### config.mk
export PLATFORM = sky130hd
export DESIGN_NAME = osrd_readout
export DESIGN_NICKNAME = d
export VERILOG_FILES = /design/src/core/osrd_result_mem.v /design/src/core/osrd_readout.v
export VERILOG_INCLUDE_DIRS = /design/src /design/src/core
export SDC_FILE = /design/constraint.sdc
export NUM_CORES = 1
export LEC_CHECK = 0
export BUFFER_PORTS_ARGS = -buffer_cell sky130_fd_sc_hd__buf_2
export CAP_MARGIN = 20
export CELL_PAD_IN_SITES_DETAIL_PLACEMENT = 1
export CELL_PAD_IN_SITES_GLOBAL_PLACEMENT = 2
export CORE_AREA = 8 8 234 236
export CTS_CLUSTER_DIAMETER = 150
export CTS_CLUSTER_SIZE = 24
export DETAILED_ROUTE_END_ITERATION = 10
export DIE_AREA = 0 0 242 244
export GPL_TIMING_DRIVEN = 0
export PLACE_DENSITY_LB_ADDON = 0.1
export SYNTH_ARGS = -nofsm -noshare
export SYNTH_HDL_FRONTEND = slang
export SYNTH_SLANG_ARGS = --single-unit
### constraint.sdc
create_clock -name clk_i -period 5.3 [get_ports clk_i]
set_clock_uncertainty 0.2 [all_clocks]
set_input_delay 0.53 -clock clk_i [delete_from_list [all_inputs] [get_ports clk_i]]
set_output_delay 0.53 -clock clk_i [all_outputs]
set_load 0.1 [all_outputs]
### src/core/osrd_consts.vh
// Shared constants of the octal serial readout block.
// Included by both design files; holds definitions only.
`ifndef OSRD_CONSTS_VH
`define OSRD_CONSTS_VH

// Result word and channel geometry
`define OSRD_WORD_W        16
`define OSRD_BIT_W         4
`define OSRD_CHANNELS      8
`define OSRD_CH_W          3
`define OSRD_LVDS_OUTS     4
`define OSRD_LAST_BIT      4'hf
`define OSRD_LAST_CH       3'h7

// Two-entry input buffer
`define OSRD_BUF_DEPTH     2
`define OSRD_BUF_CNT_W     2

// Fetch sequence: eight reads plus one cycle of read latency
`define OSRD_FETCH_LAST    4'h8

// Output-standard strap codes: {tied high, floating}
`define OSRD_STD_CMOS      2'h0
`define OSRD_STD_LVDS      2'h2
`define OSRD_STD_LVDS_LP   2'h1

// Reset values
`define OSRD_RST_SYNC      3'h0
`define OSRD_RST_STROBE    3'h7
`define OSRD_RST_OUT       8'h00
`define OSRD_RST_WORD      16'h0000

`endif

### src/core/osrd_result_mem.v
// Small result memory: one write port, one read port with registered data.
// Assumes the caller never reads and writes the same word in one cycle.
`timescale 1ns/1ps
`default_nettype none
`include "osrd_consts.vh"

module osrd_result_mem #(
  parameter WIDTH  = `OSRD_WORD_W,
  parameter DEPTH  = `OSRD_CHANNELS,
  parameter ADDR_W = `OSRD_CH_W
) (
  input  wire              clk_i,
  input  wire              wr_en_i,
  input  wire [ADDR_W-1:0] wr_addr_i,
  input  wire [WIDTH-1:0]  wr_data_i,
  input  wire [ADDR_W-1:0] rd_addr_i,
  output reg  [WIDTH-1:0]  rd_data_o
);

  reg [WIDTH-1:0] store [0:DEPTH-1];

  always @(posedge clk_i) begin
    if (wr_en_i) begin
      store[wr_addr_i] <= wr_data_i;
    end
    rd_data_o <= store[rd_addr_i];
  end

endmodule
`default_nettype wire

### src/core/osrd_readout.v
// Conversion control and serial readout of an eight-channel converter.
// Assumes the converter core delivers eight results per conversion start over
// a valid/ready stream, and that strobe, shift clock and straps are pins.
//
// Operation
// - With the rate strap low each serial output moves one bit per shift clock falling edge.
// - With the rate strap high each serial output moves one bit on both shift clock edges.
// - The echo clock is a slightly delayed copy of the shift clock at either rate.
// - Strobe high means acquisition, and the host drives the strobe with a low-jitter pulse.
// - A strobe falling edge starts conversion on all channels and makes results available.
// - Strobe handling does not depend on the output-standard strap.
// - The output-standard strap selects CMOS when low, LVDS when high, low-power LVDS when open.
// - In CMOS mode each of the eight outputs sends its own channel's 16-bit result MSB first.
// - Further shift clocks send the following channels in ascending order with wrap to channel 0.
// - The echo clock disable strap high turns the echo clock off, low keeps it running.
// - Each result is a two's complement word.
// - In LVDS mode each of the four enabled outputs carries two channels back to back, 32 or 16 shift clock periods for both.
// - Outputs release after the strobe rises and drive again after it falls.
`timescale 1ns/1ps
`default_nettype none
`include "osrd_consts.vh"

module osrd_readout #(
  parameter WORD_W   = `OSRD_WORD_W,
  parameter CHANNELS = `OSRD_CHANNELS
) (
  input  wire              clk_i,
  input  wire              rst_i,
  input  wire              conversion_strobe_n_i,
  input  wire              shift_clock_i,
  input  wire              rate_select_i,
  input  wire [1:0]        output_standard_i,
  input  wire              echo_clock_disable_i,
  input  wire              sample_valid_i,
  input  wire [WORD_W-1:0] sample_data_i,
  output reg               sample_ready_o,
  output reg               conv_start_o,
  output reg  [CHANNELS-1:0] serial_out_o,
  output reg  [CHANNELS-1:0] serial_out_oe_o,
  output reg               echo_clock_o,
  output reg               lvds_mode_o,
  output reg               low_power_o,
  output reg               data_ready_o
);

  localparam [3:0] ST_ACQ   = 4'h1;
  localparam [3:0] ST_LOAD  = 4'h2;
  localparam [3:0] ST_FETCH = 4'h4;
  localparam [3:0] ST_SHIFT = 4'h8;

  // Bit of channel ch, counted from the MSB, out of the packed result words
  function pick_bit;
    input [CHANNELS*WORD_W-1:0] words;
    input [`OSRD_CH_W-1:0]      ch;
    input [`OSRD_BIT_W-1:0]     pos;
    begin
      pick_bit = words[{ch, `OSRD_LAST_BIT - pos}];
    end
  endfunction

  // Pin synchronisers; stage 1 feeds only stage 2
  reg [2:0] strobe_sync;
  reg [2:0] sck_sync;
  reg [1:0] rate_sync;
  reg [1:0] std_hi_sync;
  reg [1:0] std_fl_sync;
  reg [1:0] echo_dis_sync;

  always @(posedge clk_i) begin
    if (rst_i) begin
      strobe_sync   <= `OSRD_RST_STROBE;
      sck_sync      <= `OSRD_RST_SYNC;
      rate_sync     <= 2'h0;
      std_hi_sync   <= 2'h0;
      std_fl_sync   <= 2'h0;
      echo_dis_sync <= 2'h0;
    end else begin
      strobe_sync   <= {strobe_sync[1:0], conversion_strobe_n_i};
      sck_sync      <= {sck_sync[1:0], shift_clock_i};
      rate_sync     <= {rate_sync[0], rate_select_i};
      std_hi_sync   <= {std_hi_sync[0], output_standard_i[1]};
      std_fl_sync   <= {std_fl_sync[0], output_standard_i[0]};
      echo_dis_sync <= {echo_dis_sync[0], echo_clock_disable_i};
    end
  end

  // Edge detection reads stages 2 and 3 only
  wire strobe_fall = strobe_sync[2] & ~strobe_sync[1];
  wire strobe_rise = ~strobe_sync[2] & strobe_sync[1];
  wire sck_fall    = sck_sync[2] & ~sck_sync[1];
  wire sck_rise    = ~sck_sync[2] & sck_sync[1];
  wire ddr         = rate_sync[1];
  wire shift_edge  = sck_fall | (ddr & sck_rise);
  wire [1:0] std_code = {std_hi_sync[1], std_fl_sync[1]};
  wire lvds        = (std_code != `OSRD_STD_CMOS);

  // Two-entry buffer between the converter core and the result memory.
  // The drain only runs while loading, so results arriving early back up
  // into the core instead of being lost.
  reg [WORD_W-1:0]            buf_head;
  reg [WORD_W-1:0]            buf_tail;
  reg [`OSRD_BUF_CNT_W-1:0]   buf_cnt;
  reg [`OSRD_BUF_CNT_W-1:0]   next_buf_cnt;
  reg [3:0]                   state;
  wire buf_push = sample_valid_i & sample_ready_o;
  wire buf_pop  = (state == ST_LOAD) & (buf_cnt != 2'h0);

  always @* begin
    next_buf_cnt = buf_cnt;
    if (buf_push & ~buf_pop) begin
      next_buf_cnt = buf_cnt + 2'h1;
    end else if (buf_pop & ~buf_push) begin
      next_buf_cnt = buf_cnt - 2'h1;
    end
  end

  always @(posedge clk_i) begin
    if (rst_i) begin
      buf_head       <= `OSRD_RST_WORD;
      buf_tail       <= `OSRD_RST_WORD;
      buf_cnt        <= 2'h0;
      sample_ready_o <= 1'b0;
    end else begin
      buf_cnt        <= next_buf_cnt;
      sample_ready_o <= (next_buf_cnt < `OSRD_BUF_DEPTH);
      if (buf_push & buf_pop) begin
        if (buf_cnt == 2'h1) begin
          buf_head <= sample_data_i;
        end else begin
          buf_head <= buf_tail;
          buf_tail <= sample_data_i;
        end
      end else if (buf_push) begin
        if (buf_cnt == 2'h0) begin
          buf_head <= sample_data_i;
        end else begin
          buf_tail <= sample_data_i;
        end
      end else if (buf_pop) begin
        buf_head <= buf_tail;
      end
    end
  end

  // Result memory: written in channel order, then read back into the shift words
  reg  [`OSRD_CH_W-1:0]       load_cnt;
  reg  [3:0]                  fetch_cnt;
  wire [WORD_W-1:0]           mem_rdata;
  reg  [CHANNELS*WORD_W-1:0]  words;

  osrd_result_mem #(
    .WIDTH  (WORD_W),
    .DEPTH  (CHANNELS),
    .ADDR_W (`OSRD_CH_W)
  ) u_mem (
    .clk_i     (clk_i),
    .wr_en_i   (buf_pop),
    .wr_addr_i (load_cnt),
    .wr_data_i (buf_head),
    .rd_addr_i (fetch_cnt[2:0]),
    .rd_data_o (mem_rdata)
  );

  // Shift position shared by all outputs
  reg [`OSRD_BIT_W-1:0] bit_pos;
  reg [`OSRD_CH_W-1:0]  ch_step;

  always @(posedge clk_i) begin
    if (rst_i) begin
      state        <= ST_ACQ;
      load_cnt     <= 3'h0;
      fetch_cnt    <= 4'h0;
      words        <= {CHANNELS*WORD_W{1'b0}};
      bit_pos      <= 4'h0;
      ch_step      <= 3'h0;
      conv_start_o <= 1'b0;
      data_ready_o <= 1'b0;
    end else begin
      conv_start_o <= 1'b0;
      if (strobe_rise) begin
        state        <= ST_ACQ;
        data_ready_o <= 1'b0;
      end else if (strobe_fall) begin
        // Same path whatever the output standard
        state        <= ST_LOAD;
        conv_start_o <= 1'b1;
        load_cnt     <= 3'h0;
        bit_pos      <= 4'h0;
        ch_step      <= 3'h0;
        data_ready_o <= 1'b0;
      end else begin
        case (state)
          ST_ACQ: begin
            data_ready_o <= 1'b0;
          end
          ST_LOAD: begin
            if (buf_pop) begin
              load_cnt <= load_cnt + 3'h1;
              if (load_cnt == `OSRD_LAST_CH) begin
                state     <= ST_FETCH;
                fetch_cnt <= 4'h0;
              end
            end
          end
          ST_FETCH: begin
            fetch_cnt <= fetch_cnt + 4'h1;
            if (fetch_cnt != 4'h0) begin
              // Words are kept as delivered, two's complement
              words[{fetch_cnt[2:0] - 3'h1, 4'h0} +: WORD_W] <= mem_rdata;
            end
            if (fetch_cnt == `OSRD_FETCH_LAST) begin
              state        <= ST_SHIFT;
              data_ready_o <= 1'b1;
            end
          end
          ST_SHIFT: begin
            if (shift_edge) begin
              bit_pos <= bit_pos + 4'h1;
              if (bit_pos == `OSRD_LAST_BIT) begin
                ch_step <= ch_step + 3'h1;
              end
            end
          end
          default: begin
            state <= ST_ACQ;
          end
        endcase
      end
    end
  end

  // Serial outputs. A CMOS output k starts at channel k; an LVDS pair k
  // starts at channel 2k and carries two channels back to back.
  integer k;

  always @(posedge clk_i) begin
    if (rst_i) begin
      serial_out_o    <= `OSRD_RST_OUT;
      serial_out_oe_o <= `OSRD_RST_OUT;
      echo_clock_o    <= 1'b0;
      lvds_mode_o     <= 1'b0;
      low_power_o     <= 1'b0;
    end else begin
      lvds_mode_o  <= lvds;
      low_power_o  <= (std_code == `OSRD_STD_LVDS_LP);
      // Three cycles behind the pin; disabled strap parks it low
      echo_clock_o <= sck_sync[1] & ~echo_dis_sync[1];
      for (k = 0; k < CHANNELS; k = k + 1) begin
        // Driven from the falling strobe, released on the rising one
        serial_out_oe_o[k] <= ~strobe_sync[1] & (~lvds | (k < `OSRD_LVDS_OUTS));
        // Data clears when the strobe releases the pins; outputs 4 to 7, released in LVDS mode, still carry data
        if ((state == ST_SHIFT) & ~strobe_sync[1]) begin
          serial_out_o[k] <= pick_bit(words, (lvds ? {k[1:0], 1'b0} : k[2:0]) + ch_step,
                                      bit_pos);
        end else begin
          serial_out_o[k] <= 1'b0;
        end
      end
    end
  end

endmodule
`default_nettype wire

==> Word level (Yosys, flattened, before mapping) <==
Memories as Yosys holds them, arrays and structs flattened. A register that Yosys moved wholly into a read port is not among the register bits.
Index checks and enable logic that the tools add are counted.
{ "word_totals": {"rom_bits": 0, "regBits": 213, "word_cells": 182, "ramBits": 128, "in_bits": 25, "latchBits": 0, "mem_count": 1} }
{ "mem_list": {"columns": ["name", "depth", "width", "read_ports", "rd_ports_with_merged_regs", "wr", "line_no", "rtl"], "rows": [
  ["u_mem.store", 8, 16, 1, 1, 1, "osrd_result_mem.v:20", "reg [WIDTH-1:0] store [0:DEPTH-1];"]
]} }
{ "op_classes": {"n_bitwise": 26, "shift": 2, "n_reduce_logical": 27, "addsub": 16, "n_div": 0, "mul": 0, "n_eq_ne": 19, "muxes": 58, "magnitude_cmp": 9} }
{ "ops": {"columns": ["cell", "count"], "rows": [
  ["$mux 16", 9],
  ["$bwmux 128", 1],
  ["$shift 16x9->128 const A", 1],
  ["$shiftx 16x9->128", 1],
  ["$lt 7x8->1 const B", 8],
  ["$bmux 1 s7", 8],
  ["$mux 3", 11],
  ["$mux 4", 8],
  ["$reduce_bool 2->1", 10],
  ["$add 3x3->3", 6],
  ["$reduce_and 4->1", 4],
  ["$and 1x1->1", 13],
  ["$mux 1", 13],
  ["$eq 4x4->1 const B", 3],
  ["$not 1->1", 12],
  ["$pmux 4 s3", 1],
  ["$mux 2", 5],
  ["$neg 7->9", 1],
  ["$reduce_and 3->1", 3],
  ["$add 4x1->4 const B", 2],
  ["$ne 2x2->1 const B", 4],
  ["$pmux 4 s2", 1],
  ["$add 3x1->3 const B", 2],
  ["$ne 3x3->1 const B", 2],
  ["other kinds (23)", 28]
]} }

==> Depth between registers and ports, before layout <==
Gate-level depths: netlist of run 1.
{ "logic_depth": {"depth_word": 7, "depth_mapped": 12, "ltp_nobuf": 10} }

==> Modules after synthesis <==
Synthesis of run 1 repeated with hierarchy kept, for this count alone.
{ "hier_totals": {"cells_unflattened": 1327, "hier_area_um2": 15075.7} }
{ "modules_own_cells": {"columns": ["mod", "instances", "area_per_inst_um2", "cells_each"], "rows": [
  ["osrd_readout", 1, 9781.9, 1113],
  ["osrd_result_mem", 1, 5293.8, 214]
]} }

==> Worst setup path after synthesis of run 1 <==
No wires, ideal clock.
{ "synth_path": {"path_kind": "flip-flop to flip-flop", "from": "reg state[1]", "to": "mem u_mem.store[0][0] (netlist bit) (enable)", "period_less_slack_ns": 3.362, "path_stages_with_launch": 6, "t_required_ns": 4.670, "arrival_ns": 2.732, "setup_slack_ns": 1.938, "cell_sequence": "dfxtp_1 nand2b_1 or3_1 nand2b_1 clkbuf_1 nor4_1"} }
{ "synth_between": {"elab_chain_cells": 4} }
{ "synth_lines": {"columns": ["element", "line_no", "rtl"], "rows": [
  ["start, declared", "osrd_readout.v:104", "reg [3:0] state;"],
  ["start signal, assigned", "osrd_readout.v:170", "state <= ST_ACQ;"],
  ["start signal, assigned", "osrd_readout.v:181", "state <= ST_ACQ;"],
  ["start signal, assigned", "osrd_readout.v:185", "state <= ST_LOAD;"],
  ["$eq 4x2->1", "osrd_readout.v:106", "wire buf_pop = (state == ST_LOAD) & (buf_cnt != 2'h0);"],
  ["$and 1x1->1", "osrd_readout.v:106", null],
  ["$mux 1", "osrd_result_mem.v:23", "if (wr_en_i) begin"],
  ["$mux 1 (not written as such)", "osrd_result_mem.v:24", "store[wr_addr_i] <= wr_data_i;"],
  ["end, declared", "osrd_result_mem.v:20", null]
]} }
Every way passes these cells.

==> Worst setup path after layout of run 1 <==
{ "layout_path": {"from": "reg fetch_cnt[1]", "to": "reg words[98]"} }
{ "layout_between": {"elab_chain_cells": 4} }
{ "layout_lines": {"columns": ["element", "line_no", "rtl"], "rows": [
  ["start, declared", "osrd_readout.v:147", "reg [3:0] fetch_cnt;"],
  ["start signal, assigned", "osrd_readout.v:206", "fetch_cnt <= fetch_cnt + 4'h1;"],
  ["$sub 3x1->3", "osrd_readout.v:209", "words[{fetch_cnt[2:0] - 3'h1, 4'h0} +: WORD_W] <= mem_rdata;"],
  ["$neg 7->9", "osrd_readout.v:209", null],
  ["$shiftx 16x9->128 / $shift 16x9->128 (equally long branches)", "osrd_readout.v:209", null],
  ["$bwmux 128", "osrd_readout.v:209", null],
  ["end signal, assigned", "osrd_readout.v:173", "words <= {CHANNELS*WORD_W{1'b0}};"],
  ["end signal, assigned by index", "osrd_readout.v:209", null],
  ["end, declared", "osrd_readout.v:149", "reg [CHANNELS*WORD_W-1:0] words;"]
]} }
Parallel ways exist; a longest one is shown, timed or not.
A chain may end at the register's enable or synchronous reset.

==> results of run 1 <==
[kinds of logic after synthesis]
family          Yosys count
simple gates            416
flops                   354
compound gates          194
mux                     177
buf+inv                 135
fa+ha+maj                24
xor+xnor                  8
[path summary, 6_finish.rpt]
kind                            cells after the start             start      endpoint  slack, ns
worst min-delay path                                3  sample_data_i[9]   buf_tail[9]       0.03
worst min register to register                      1  echo_dis_sync[1]  echo_clock_o       0.19
worst max-delay path                               10      fetch_cnt[1]     words[98]       1.05
worst max register to register                     10      fetch_cnt[1]     words[98]       1.05
[metal layers]
| layer | part of all wire [%] | vias up |
|---|---|---|
| li1 | - | 4882 |
| met1 | 45 | 5138 |
| met2 | 50 | 84 |
| met3 | 2.7 | 47 |
| met4 | 2.2 | 0 |
| met5 | 0 | - |
[stage by stage]
step	worst slack (ns)	cells	cell area (um2)	util (%)	power, W
2_1_floorplan	1.94	1308	15100	-	0.00301
3_3_place_gp	0.0592	2033	16200	31.8	0.00308
3_5_place_dp	0.879	2045	16400	32.2	0.00308
4_1_cts	0.857	2078	16900	33.3	0.00465
5_1_grt	0.614	2079	17000	33.3	0.00475
6_report	1.05	2079	17000	33.3	0.00457
[registers in the layout (all words and copies together) (netlist names), 2 cells and up]
name             cells
u_mem.store        128
std_hi_sync          2
echo_dis_sync        2
strobe_sync          3
buf_tail            16
std_fl_sync          2
rate_sync            2
buf_head            16
sck_sync             3
u_mem.rd_data_o     16
ch_step              3
serial_out_oe_o      2
buf_cnt              2
load_cnt             3
bit_pos              4
state                4
fetch_cnt            4
serial_out_o         8
words              128
[cell type report]
class	instances	area, um2	share of cell area [%]
Buffer	115	562	3.31
Clock buffer	25	477	2.81
Clock inverter	2	25.0	0.148
Inverter	20	75.1	0.443
Multi-Input combinational cell	819	6160	36.3
Sequential cell	354	8370	49.3
Tap cell	680	851	5.02
Timing Repair Buffer	64	447	2.63
[synth_stat cells (12+ instances only)]
cell type,n
dfxtp_1,226
edfxtp_1,128
nand2_1,126
a21oi_1,113
nor2_1,109
nand3_1,100
mux2i_1,82
clkbuf_1,65
mux4_2,48
mux2_2,35
ha_1,23
buf_2,21
inv_1,20
a211oi_1,19
nor2b_1,17
nor3_1,15
o21ai_0,15
mux4_1,12
[power by group through the flow]
stage               clock network, W  registers [W]  logic [W]
global route                 0.00171        0.00287   0.000174
floorplan                          0        0.00292  0.0000920
CTS                          0.00163        0.00286   0.000160
global placement                   0        0.00292   0.000156
detailed placement                 0        0.00292   0.000156
finish                       0.00156        0.00286   0.000156
[layout by cell type, fill, tap and decap left out, drive strengths merged, types with 4 or more instances in the layout]
cell type / Yosys / layout
nor2: 110 / 110
buf: 43 / 101
nor4: 5 / 5
nand3: 100 / 100
mux2i: 82 / 82
ha: 23 / 23
and2: 9 / 9
xnor2: 6 / 6
o21ai: 17 / 17
mux2: 35 / 35
mux4: 60 / 60
or3: 4 / 4
edfxtp: 128 / 128
clkbuf: 72 / 97
a21oi: 114 / 114
nor3: 17 / 17
nand2b: 10 / 10
nand2: 126 / 126
nor2b: 17 / 17
a2111oi: 5 / 5
inv: 20 / 20
o211ai: 4 / 4
nand4: 4 / 4
a32oi: 7 / 7
dfxtp: 226 / 226
o32ai: 4 / 4
dlygate4sd3: 0 / 6
a211oi: 19 / 19
[repair_timing]
action | CTS | global route
endpoints found under the hold margin | 6 | 0
resized for setup | 0 | 0
hold buffers | 6 | 0
[worst register-to-register path, cell delays in order, from the launching register on]
cell and delay [ns]:
dfxtp_1 0.44, clkbuf_1 0.42, clkbuf_1 0.66, inv_1 0.22
ha_1 0.29, xnor2_1 0.17, ha_1 0.22, nor3_1 0.78
clkbuf_1 0.45, nand3_1 0.18, a21oi_1 0.18
==> run_results.csv, run 1 <==
group,metric,value,unit
outcome,status,"complete, no violations",
global_routing,grt_pass1_wl,70.5,mm
timing,layout_min_cycle_time,4.25,ns
synth,synthArstFlopShare,0,%
critical_path,crit_path_max_incr_delay,0.78,ns
final_layout,diodes,0,
synth,syn_area_per_cell,11.6,um2
synth,synth_edf_count,128,
timing,fmax,235,MHz
power,comb_power_share,3.4,%
timing,worst_pin_slew,1.03,ns
power,irDropWorstVdd,0.000240,V
timing,grt_setup_unrepaired,"no",
critical_path,arrival,4.54,ns
power,switching_share,23.0,%
synth,yosys_most_used_dff,"dfxtp_1",
place,globalplace.congestion,0.749,
synth,syn_inst,1308,
synth,synth.area.top_cells,"dfxtp_1 (30%), edfxtp_1 (25%), mux4_2 (7.1%)",
synth,synth_adder_area_share,2.03,%
final_layout,area_growth,12.1,%
global_routing,antenna_found_initial,0,
timing,holdWs,0.0319,ns
timing,hold_violations,0,
global_routing,grtUsageMet3,1.86,%
clock_network,tritoncts,"yes",
power,seqPwrFrac,62.5,%
global_routing,grt_pass1_vias,10700,
critical_path,cp-end-kind,"register",
die,die_w,242,um
global_routing,globalRouteTotalUtil,15.5,%
route,drtAntennaViolNets,0,
synth,yosysWarnings,0,
place,port_buffers,45,
global_routing,grt-busiest-layer,"met2",
timing,setup-tns-final,0,ns
timing,slew_violations,0,
final_layout,final_nets,1441,
route,dr.pass1.iters,5,
critical_path,crit_top_cell,"clkbuf_1",
global_routing,met1_usage,20.4,%
route,drtIter0Drc,472,
synth,yosys_register_bits,354,
place,hpwl,32.9,mm
route,routedWlPerCell,22.5,um
synth,yosysTopAreaCellShare,29.9,%
power,p_clk_share,34.1,%
power,intPower,0.00352,W
synth,synth_xor_area_share,0.463,%
die,rows,83,
power,p_switching,0.00105,W
die,start_util,29.7,%
route,viasPerCell,4.88,
critical_path,cp_data_required_time,5.59,ns
synth,ys_seq_area_share,55.3,%
critical_path,cpMaxStageDelayCell,"nor3_1",
clock_network,cts.sinks,354,
min_path,hp-class,"in -> reg",
synth,yosysTopAreaCell,"dfxtp_1",
clock_network,numCtsBuffers,18,
flow_run,cap_violations,0,
synth,synthSimpleGateAreaFrac,12.7,%
synth,synth.lib_cells_used.distinct,68,
critical_path,path_buf_inv,4,
synth,synth_mux_area_share,17.3,%
synth,syn_nets,1357,
synth,synth_top_family_by_area,"multiplexers",
route,drt_drc_violations_left,0,
die,fp.dieH,244,um
critical_path,path_cells,"clkbuf_1 -> clkbuf_1 -> inv_1 -> ha_1 -> xnor2_1 -> ha_1 -> nor3_1 -> clkbuf_1 -> nand3_1 -> a21oi_1",
route,routed_wl,46.7,mm
global_routing,grt_use_met2,27.1,%
die,die_area,59000,um2
critical_path,cp_top_family,"buffers and inverters",
clock_network,clk_pin_slew,0.10,ns
critical_path,start_kind,"register",
timing,slew_headroom,30.6,%
synth,syn_area,15100,um2
clock_network,clkLatencyLatePin,0.55,ns
route,vias,10200,
global_routing,grt_max_degree,26,
synth,synth_compound_area_share,8.00,%
final_layout,fillers,5622,
die,ios,47,
power,power_density,270,nW/um2
clock_network,cts-htree-levels,1,
critical_path,criticalPathCategory,"reg -> reg",
final_layout,drive_gt1_share,16.2,%
global_routing,grt-ovfl-total,0,
timing,setup_viol,0,
clock_network,cts_root_buffer,"clkbuf_16",
critical_path,cp_max_fo,10,
power,leakage,5.71,nW
clock_network,cts.path.max_buffers,3,
clock_network,post_cts_buffers,0,
die,coreArea,50900,um2
timing,post-route-period-util,80.3,%
(Power assumes the default switching activity.)
==> run 2, diff against run 1 <==
--- a/config.mk
+++ b/config.mk
@@ -6,15 +6,16 @@
 export SDC_FILE = /design/constraint.sdc
 export NUM_CORES = 1
 export LEC_CHECK = 0
+export ABC_AREA = 1
 export BUFFER_PORTS_ARGS = -buffer_cell sky130_fd_sc_hd__buf_2
 export CAP_MARGIN = 20
 export CELL_PAD_IN_SITES_DETAIL_PLACEMENT = 1
 export CELL_PAD_IN_SITES_GLOBAL_PLACEMENT = 2
-export CORE_AREA = 8 8 234 236
+export CORE_AREA = 8 8 235 237
 export CTS_CLUSTER_DIAMETER = 150
 export CTS_CLUSTER_SIZE = 24
 export DETAILED_ROUTE_END_ITERATION = 10
-export DIE_AREA = 0 0 242 244
+export DIE_AREA = 0 0 243 245
 export GPL_TIMING_DRIVEN = 0
 export PLACE_DENSITY_LB_ADDON = 0.1
 export SYNTH_ARGS = -nofsm -noshare
==> constraint.sdc (replaced) <==
create_clock -name clk_i -period 4.2 [get_ports clk_i]
set_clock_uncertainty 0.2 [all_clocks]
set_input_delay 0.42 -clock clk_i [delete_from_list [all_inputs] [get_ports clk_i]]
set_output_delay 0.42 -clock clk_i [all_outputs]
set_load 0.1 [all_outputs]
==> run 2 against run 1 <==
  * Synthesized cell count increased by 35%
  * Synthesized area rose by 0.68%
  * Via count grew 22%
  * Combinational power rose to 5.4 times the previous value
  * Die area grew 0.82%
  * First-iteration DRC count up 26%
==> run_results.csv, run 2 <==
group,metric,value,unit
synth,yosysTopAreaCellShare,29.7,%
power,irDropWorstVdd,0.000235,V
power,leakage,6.48,nW
clock_network,clk_pin_slew,0.10,ns
timing,post-route-period-util,91.0,%
route,drtAntennaViolNets,0,
synth,syn_nets,1817,
place,globalplace.congestion,0.798,
clock_network,numCtsBuffers,18,
global_routing,grt_max_degree,26,
outcome,status,"complete, no violations",
global_routing,grt_pass1_wl,82.0,mm
final_layout,multi_input_area,5600,um2
clock_network,post_cts_buffers,0,
critical_path,regToRegStartpoint,"fetch_cnt[1]",
route,drt_drc_violations_left,0,
synth,yosys_most_used_dff,"dfxtp_1",
timing,worst_pin_slew,1.06,ns
clock_network,clkLatencyLatePin,0.53,ns
critical_path,criticalPathCategory,"reg -> reg",
timing,fmax,262,MHz
clock_network,ctsResizeCount,0,
die,die_w,243,um
timing,slew_violations,0,
die,fp.dieH,245,um
synth,syn_inst,1768,
synth,synth.area.top_cells,"dfxtp_1 (30%), edfxtp_1 (25%), o21ai_0 (6.6%)",
route,routedWlPerCell,21.3,um
final_layout,final_nets,1914,
die,ios,47,
timing,slew_headroom,29.5,%
final_layout,fillers,6191,
critical_path,arrival,4.03,ns
critical_path,reg2reg_to,"words[106]",
clock_network,cts.sinks,354,
final_layout,diodes,0,
critical_path,cp_data_required_time,4.41,ns
flow_run,cap_violations,0,
timing,setup_viol,0,
critical_path,crit_path_max_incr_delay,0.64,ns
global_routing,grt-ovfl-total,0,
route,routed_wl,54.6,mm
die,rows,84,
critical_path,cpMaxStageDelayCell,"clkbuf_1",
timing,setup_slack,0.379,ns
route,vias,12300,
die,die_area,59500,um2
synth,synth.lib_cells_used.distinct,48,
critical_path,cp-endpoint,"words[106]",
min_path,hp-class,"in -> reg",
synth,yosys_register_bits,354,
global_routing,globalRouteTotalUtil,18.0,%
route,viasPerCell,4.82,
critical_path,start_kind,"register",
critical_path,ff2ff_setup_slack,0.38,ns
critical_path,path_cells,"inv_1 -> clkbuf_1 -> ha_1 -> xnor2_2 -> ha_1 -> inv_1 -> nand4_1 -> clkbuf_1 -> o21ai_0 -> a21oi_1",
power,total_power,0.00660,W
synth,syn_area_per_cell,8.62,um2
synth,yosysMostFrequentCell,"dfxtp_1",
die,coreArea,51700,um2
clock_network,cts_root_buffer,"clkbuf_16",
die,start_util,29.5,%
place,port_buffers,45,
route,drtIter0Drc,594,
final_layout,area_growth,13.0,%
synth,synth_edf_count,128,
clock_network,cts-htree-levels,1,
place,hpwl,40.4,mm
critical_path,cp-end-kind,"register",
synth,ys_seq_area_share,54.9,%
global_routing,antenna_found_initial,1,
place,placed_area,16500,um2
synth,yosys-top-cells-count,"dfxtp_1 (226), nand2_1 (215), o21ai_0 (202)",
power,power_density,384,nW/um2
synth,yosysTopAreaCell,"dfxtp_1",
final_layout,seq_area,8370,um2
synth,syn_area,15200,um2
final_layout,drive_gt1_share,9.40,%
place,pre_cts_ws,0.291,ns
final_layout,finalCoreUtilization,33.3,%
critical_path,startpoint,"fetch_cnt[1]",
timing,layout_min_cycle_time,3.82,ns
synth,synthArstFlopShare,0,%
critical_path,r2r_cells,10,
clock_network,postCtsHoldBufs,22,
clock_network,tritoncts,"yes",
global_routing,grt_pass1_vias,12800,
route,dr.pass1.iters,5,
critical_path,cp_max_fo,13,
final_layout,top_regs,"u_mem.store x128, words x128",
synth,yosysWarnings,0,
final_layout,design_area,17200,um2
clock_network,cts.path.max_buffers,3,
timing,hold_violations,0,
final_layout,final_cell_mix,"dfxtp_1 (226), nand2_1 (215), o21ai_0 (202)",
final_layout,layout_commonest_cell,"dfxtp_1",
timing,grt_setup_unrepaired,"no",
[run 2: cell types whose count changed in the layout (fill, tap and decap cells not counted), moves of 15 or more]
cell,change
a21oi_1,+50
a31oi_1,+15
dlygate4sd3_1,+16
inv_1,+167
mux2_2,-35
mux2i_1,-66
mux4_2,-48
nand2_1,+89
nand3_1,+53
nor2_1,+91
nor2b_1,-17
o21ai_0,+187
[run 2: worst min-delay path by stage]
stage / startpoint / end / depth (start not counted)
6_report: rst_i / serial_out_oe_o[3] / 2
5_1_grt: rst_i / serial_out_oe_o[3] / 2
2_1_floorplan: echo_dis_sync[1] / echo_clock_o / 1
3_5_place_dp: echo_dis_sync[1] / echo_clock_o / 1
3_3_place_gp: echo_dis_sync[1] / echo_clock_o / 1
4_1_cts: rst_i / serial_out_oe_o[3] / 2
[run 2: metrics by stage]
step	cells	setup TNS [ns]	hold WS, ns
after floorplan	1768	0	0.176
after global placement	2501	-3.68	0.187
after detailed placement	2511	0	0.198
after CTS	2560	0	0.170
after global routing	2560	0	0.184
final	2560	0	0.158
[run 2: cells by family (layout without fill, tap and decap cells)]
family / after synthesis / count (layout) / synth area share (%)
AND/OR/NAND/NOR: 624 / 624 / 18.1
AO/OA/AOI/OAI: 429 / 429 / 14.8
flip-flops: 354 / 354 / 54.9
buffers and inverters: 313 / 417 / 8.55
adder cells (fa/ha/maj): 24 / 24 / 2.02
multiplexers: 16 / 16 / 1.05
XOR/XNOR: 8 / 8 / 0.509
[run 2: area by class of cell]
cell class	instances	area share [%]
Buffer	111	3.12
Clock buffer	26	2.92
Clock inverter	1	0.0509
Inverter	202	4.45
Multi-Input combinational cell	1101	32.6
Sequential cell	354	48.6
Tap cell	688	5.00
Timing Repair Buffer	77	3.29
[run 2: routing by layer]
metal  vias up  part of all wire, %  routed length, um  GRT usage, %
met2       155                   49              27000          32.1
li1       6083                    -                  -             -
met1      6055                   46              24900          23.1
met4         0                  2.6               1450          5.11
met5         -                    0                  0             0
met3        53                  2.4               1290          1.64
[run 2: worst max-delay path, delay by kind of cell (launching register included)]
kind | cells | cell delay, ns
buffers and inverters | 4 | 1.49
DFF | 1 | 0.45
adders and majority gates | 2 | 0.68
AOI/OAI and AO/OA | 2 | 0.33
xor gates and xnor gates | 1 | 0.18
and+or+nand+nor | 1 | 0.36
[run 2: power breakdown]
| part | internal [W] | switching (W) | total [W] |
|---|---|---|---|
| Sequential | 0.00363 | 0.000126 | 0.00375 |
| Combinational | 0.000226 | 0.000619 | 0.000844 |
| Clock | 0.000844 | 0.00116 | 0.00201 |
==> run 3, diff against run 2 <==
--- a/config.mk
+++ b/config.mk
@@ -11,11 +11,11 @@
 export CAP_MARGIN = 20
 export CELL_PAD_IN_SITES_DETAIL_PLACEMENT = 1
 export CELL_PAD_IN_SITES_GLOBAL_PLACEMENT = 2
-export CORE_AREA = 8 8 235 237
+export CORE_AREA = 8 8 207 209
 export CTS_CLUSTER_DIAMETER = 150
 export CTS_CLUSTER_SIZE = 24
 export DETAILED_ROUTE_END_ITERATION = 10
-export DIE_AREA = 0 0 243 245
+export DIE_AREA = 0 0 215 217
 export GPL_TIMING_DRIVEN = 0
 export PLACE_DENSITY_LB_ADDON = 0.1
 export SYNTH_ARGS = -nofsm -noshare
==> constraint.sdc (replaced) <==
create_clock -name clk_i -period 4.1 [get_ports clk_i]
set_clock_uncertainty 0.2 [all_clocks]
set_input_delay 0.41 -clock clk_i [delete_from_list [all_inputs] [get_ports clk_i]]
set_output_delay 0.41 -clock clk_i [all_outputs]
set_load 0.1 [all_outputs]
==> run 3 against run 2 <==
  * Hold slack got worse by 0.13 ns
  * Utilization grew 9.8 points
  * Setup slack got worse by 0.017 ns
  * Critical endpoint is now words[107]
  * Largest power group unchanged
==> run_results.csv, run 3 (synthesized netlist as in run 2, its figures left out) <==
group,metric,value,unit
timing,grt_setup_unrepaired,"no",
final_layout,layout_commonest_cell,"dfxtp_1",
power,leakage,6.47,nW
clock_network,cts.sinks,354,
route,drtIter0Drc,651,
critical_path,crit_path_max_incr_delay,0.57,ns
die,die_w,215,um
final_layout,drive_gt1_share,9.30,%
place,pre_cts_ws,0.367,ns
power,irDropWorstVdd,0.000322,V
critical_path,start_kind,"register",
clock_network,ctsResizeCount,0,
outcome,status,"complete, no violations",
critical_path,cp-end-kind,"register",
global_routing,grt-ovfl-total,0,
global_routing,grt_pass1_wl,78.4,mm
critical_path,r2r_cells,11,
power,power_density,396,nW/um2
timing,hold_violations,0,
critical_path,arrival,3.97,ns
final_layout,final_nets,1911,
timing,layout_min_cycle_time,3.74,ns
clock_network,numCtsBuffers,18,
die,die_area,46700,um2
clock_network,post_cts_buffers,0,
clock_network,cts-htree-levels,1,
timing,setup_viol,0,
place,dpl.cell_count,2346,
timing,post-route-period-util,91.2,%
die,start_util,38.6,%
route,viasPerCell,5.17,
place,port_buffers,45,
die,rows,73,
final_layout,area_growth,11.6,%
final_layout,layout.cells.non_filler,2395,
clock_network,cts.path.max_buffers,3,
place,globalplace.congestion,0.856,
critical_path,ff2ff_setup_slack,0.36,ns
min_path,hp-class,"in -> reg",
critical_path,path_cells,"inv_2 -> buf_2 -> clkbuf_1 -> ha_1 -> xnor2_2 -> ha_1 -> inv_1 -> nand4_1 -> clkbuf_1 -> o21ai_0 -> a21oi_1",
route,dr.pass1.iters,4,
final_layout,top_regs,"u_mem.store x128, words x128",
global_routing,grt_pass1_vias,13000,
clock_network,clkLatencyLatePin,0.55,ns
final_layout,diodes,0,
route,vias,12400,
timing,slew_violations,0,
timing,setup_slack,0.363,ns
clock_network,clk_pin_slew,0.10,ns
power,total_power,0.00673,W
global_routing,antenna_found_initial,1,
timing,slew_headroom,33.7,%
final_layout,final_cell_mix,"dfxtp_1 (226), nand2_1 (215), o21ai_0 (202)",
critical_path,cpMaxStageDelayCell,"clkbuf_1",
flow_run,cap_violations,0,
die,ios,47,
critical_path,cp_max_fo,12,
clock_network,cts_root_buffer,"clkbuf_16",
timing,fmax,268,MHz
die,coreArea,39500,um2
timing,worst_pin_slew,0.990,ns
clock_network,tritoncts,"yes",
place,hpwl,37.6,mm
route,routed_wl,51.2,mm
route,routedWlPerCell,21.4,um
die,fp.dieH,217,um
min_path,holdPathStages,3,
global_routing,grt_max_degree,26,
route,drt_drc_violations_left,0,
route,drtAntennaViolNets,0,
global_routing,globalRouteTotalUtil,21.6,%
critical_path,cp_data_required_time,4.33,ns
critical_path,criticalPathCategory,"reg -> reg",
## run 3: changes by cell type in the layout (fill, tap and decap cells not counted)
| cell | before | now |
|---|---|---|
| dlygate4sd3_1 | 22 | 21 |
| clkbuf_1 | 63 | 64 |
| buf_8 | 2 | 7 |
| buf_6 | 13 | 6 |
## run 3: power by group
group / switching [W] / total [W] / internal, W
Clock: 0.00117 / 0.00204 / 0.000867
Combinational: 0.000616 / 0.000847 / 0.000231
Sequential: 0.000126 / 0.00384 / 0.00372
## run 3: worst paths after layout
check,from,to
hold / removal,sample_data_i[1],buf_head[1]
setup reg to reg,fetch_cnt[0],words[107]
hold reg to reg,echo_dis_sync[1],echo_clock_o
setup / recovery,fetch_cnt[0],words[107]
## run 3: through the flow
step / area, um2 / utilization, % / hold slack, ns / setup TNS, ns
floorplan: 15200 / - / 0.176 / 0
global placement: 16100 / 40.8 / 0.186 / -2.28
detailed placement: 16300 / 41.2 / 0.185 / 0
CTS: 17000 / 43.1 / 0.0148 / 0
global route: 17000 / 43.1 / 0.0537 / 0
finish: 17000 / 43.1 / 0.0257 / 0
## run 3: critical path, delay by kind of cell (launching register included)
family / cells / cell delay (ns)
buffers and inverters: 5 / 1.49
adders and majority gates: 2 / 0.67
DFF: 1 / 0.45
and+or+nand+nor: 1 / 0.34
AOI/OAI and AO/OA: 2 / 0.29
xor gates and xnor gates: 1 / 0.18
## run 3: routing by layer
layer  wire length [um]  vias to the layer above  GRT usage [%]
met5                  0                        -              0
li1                   -                     6087              -
met4               1660                        0           7.26
met2              25500                      182           38.5
met1              22500                     6045           27.1
met3               1490                       75           2.18
## run 3: repair_timing
item	CTS	global route
endpoints found under the hold margin	30	0
hold buffers	21	0
endpoints found under the setup margin	0	0
## run 3: layout make-up
type                            count  area, um2
Tap cell                          525        657
Sequential cell                   354       8370
Fill cell                        4746      22500
Multi-Input combinational cell   1101       5600
Clock inverter                      1       8.76
Timing Repair Buffer               74        552
Clock buffer                       27        505
Inverter                          202        766
Buffer                            111        537
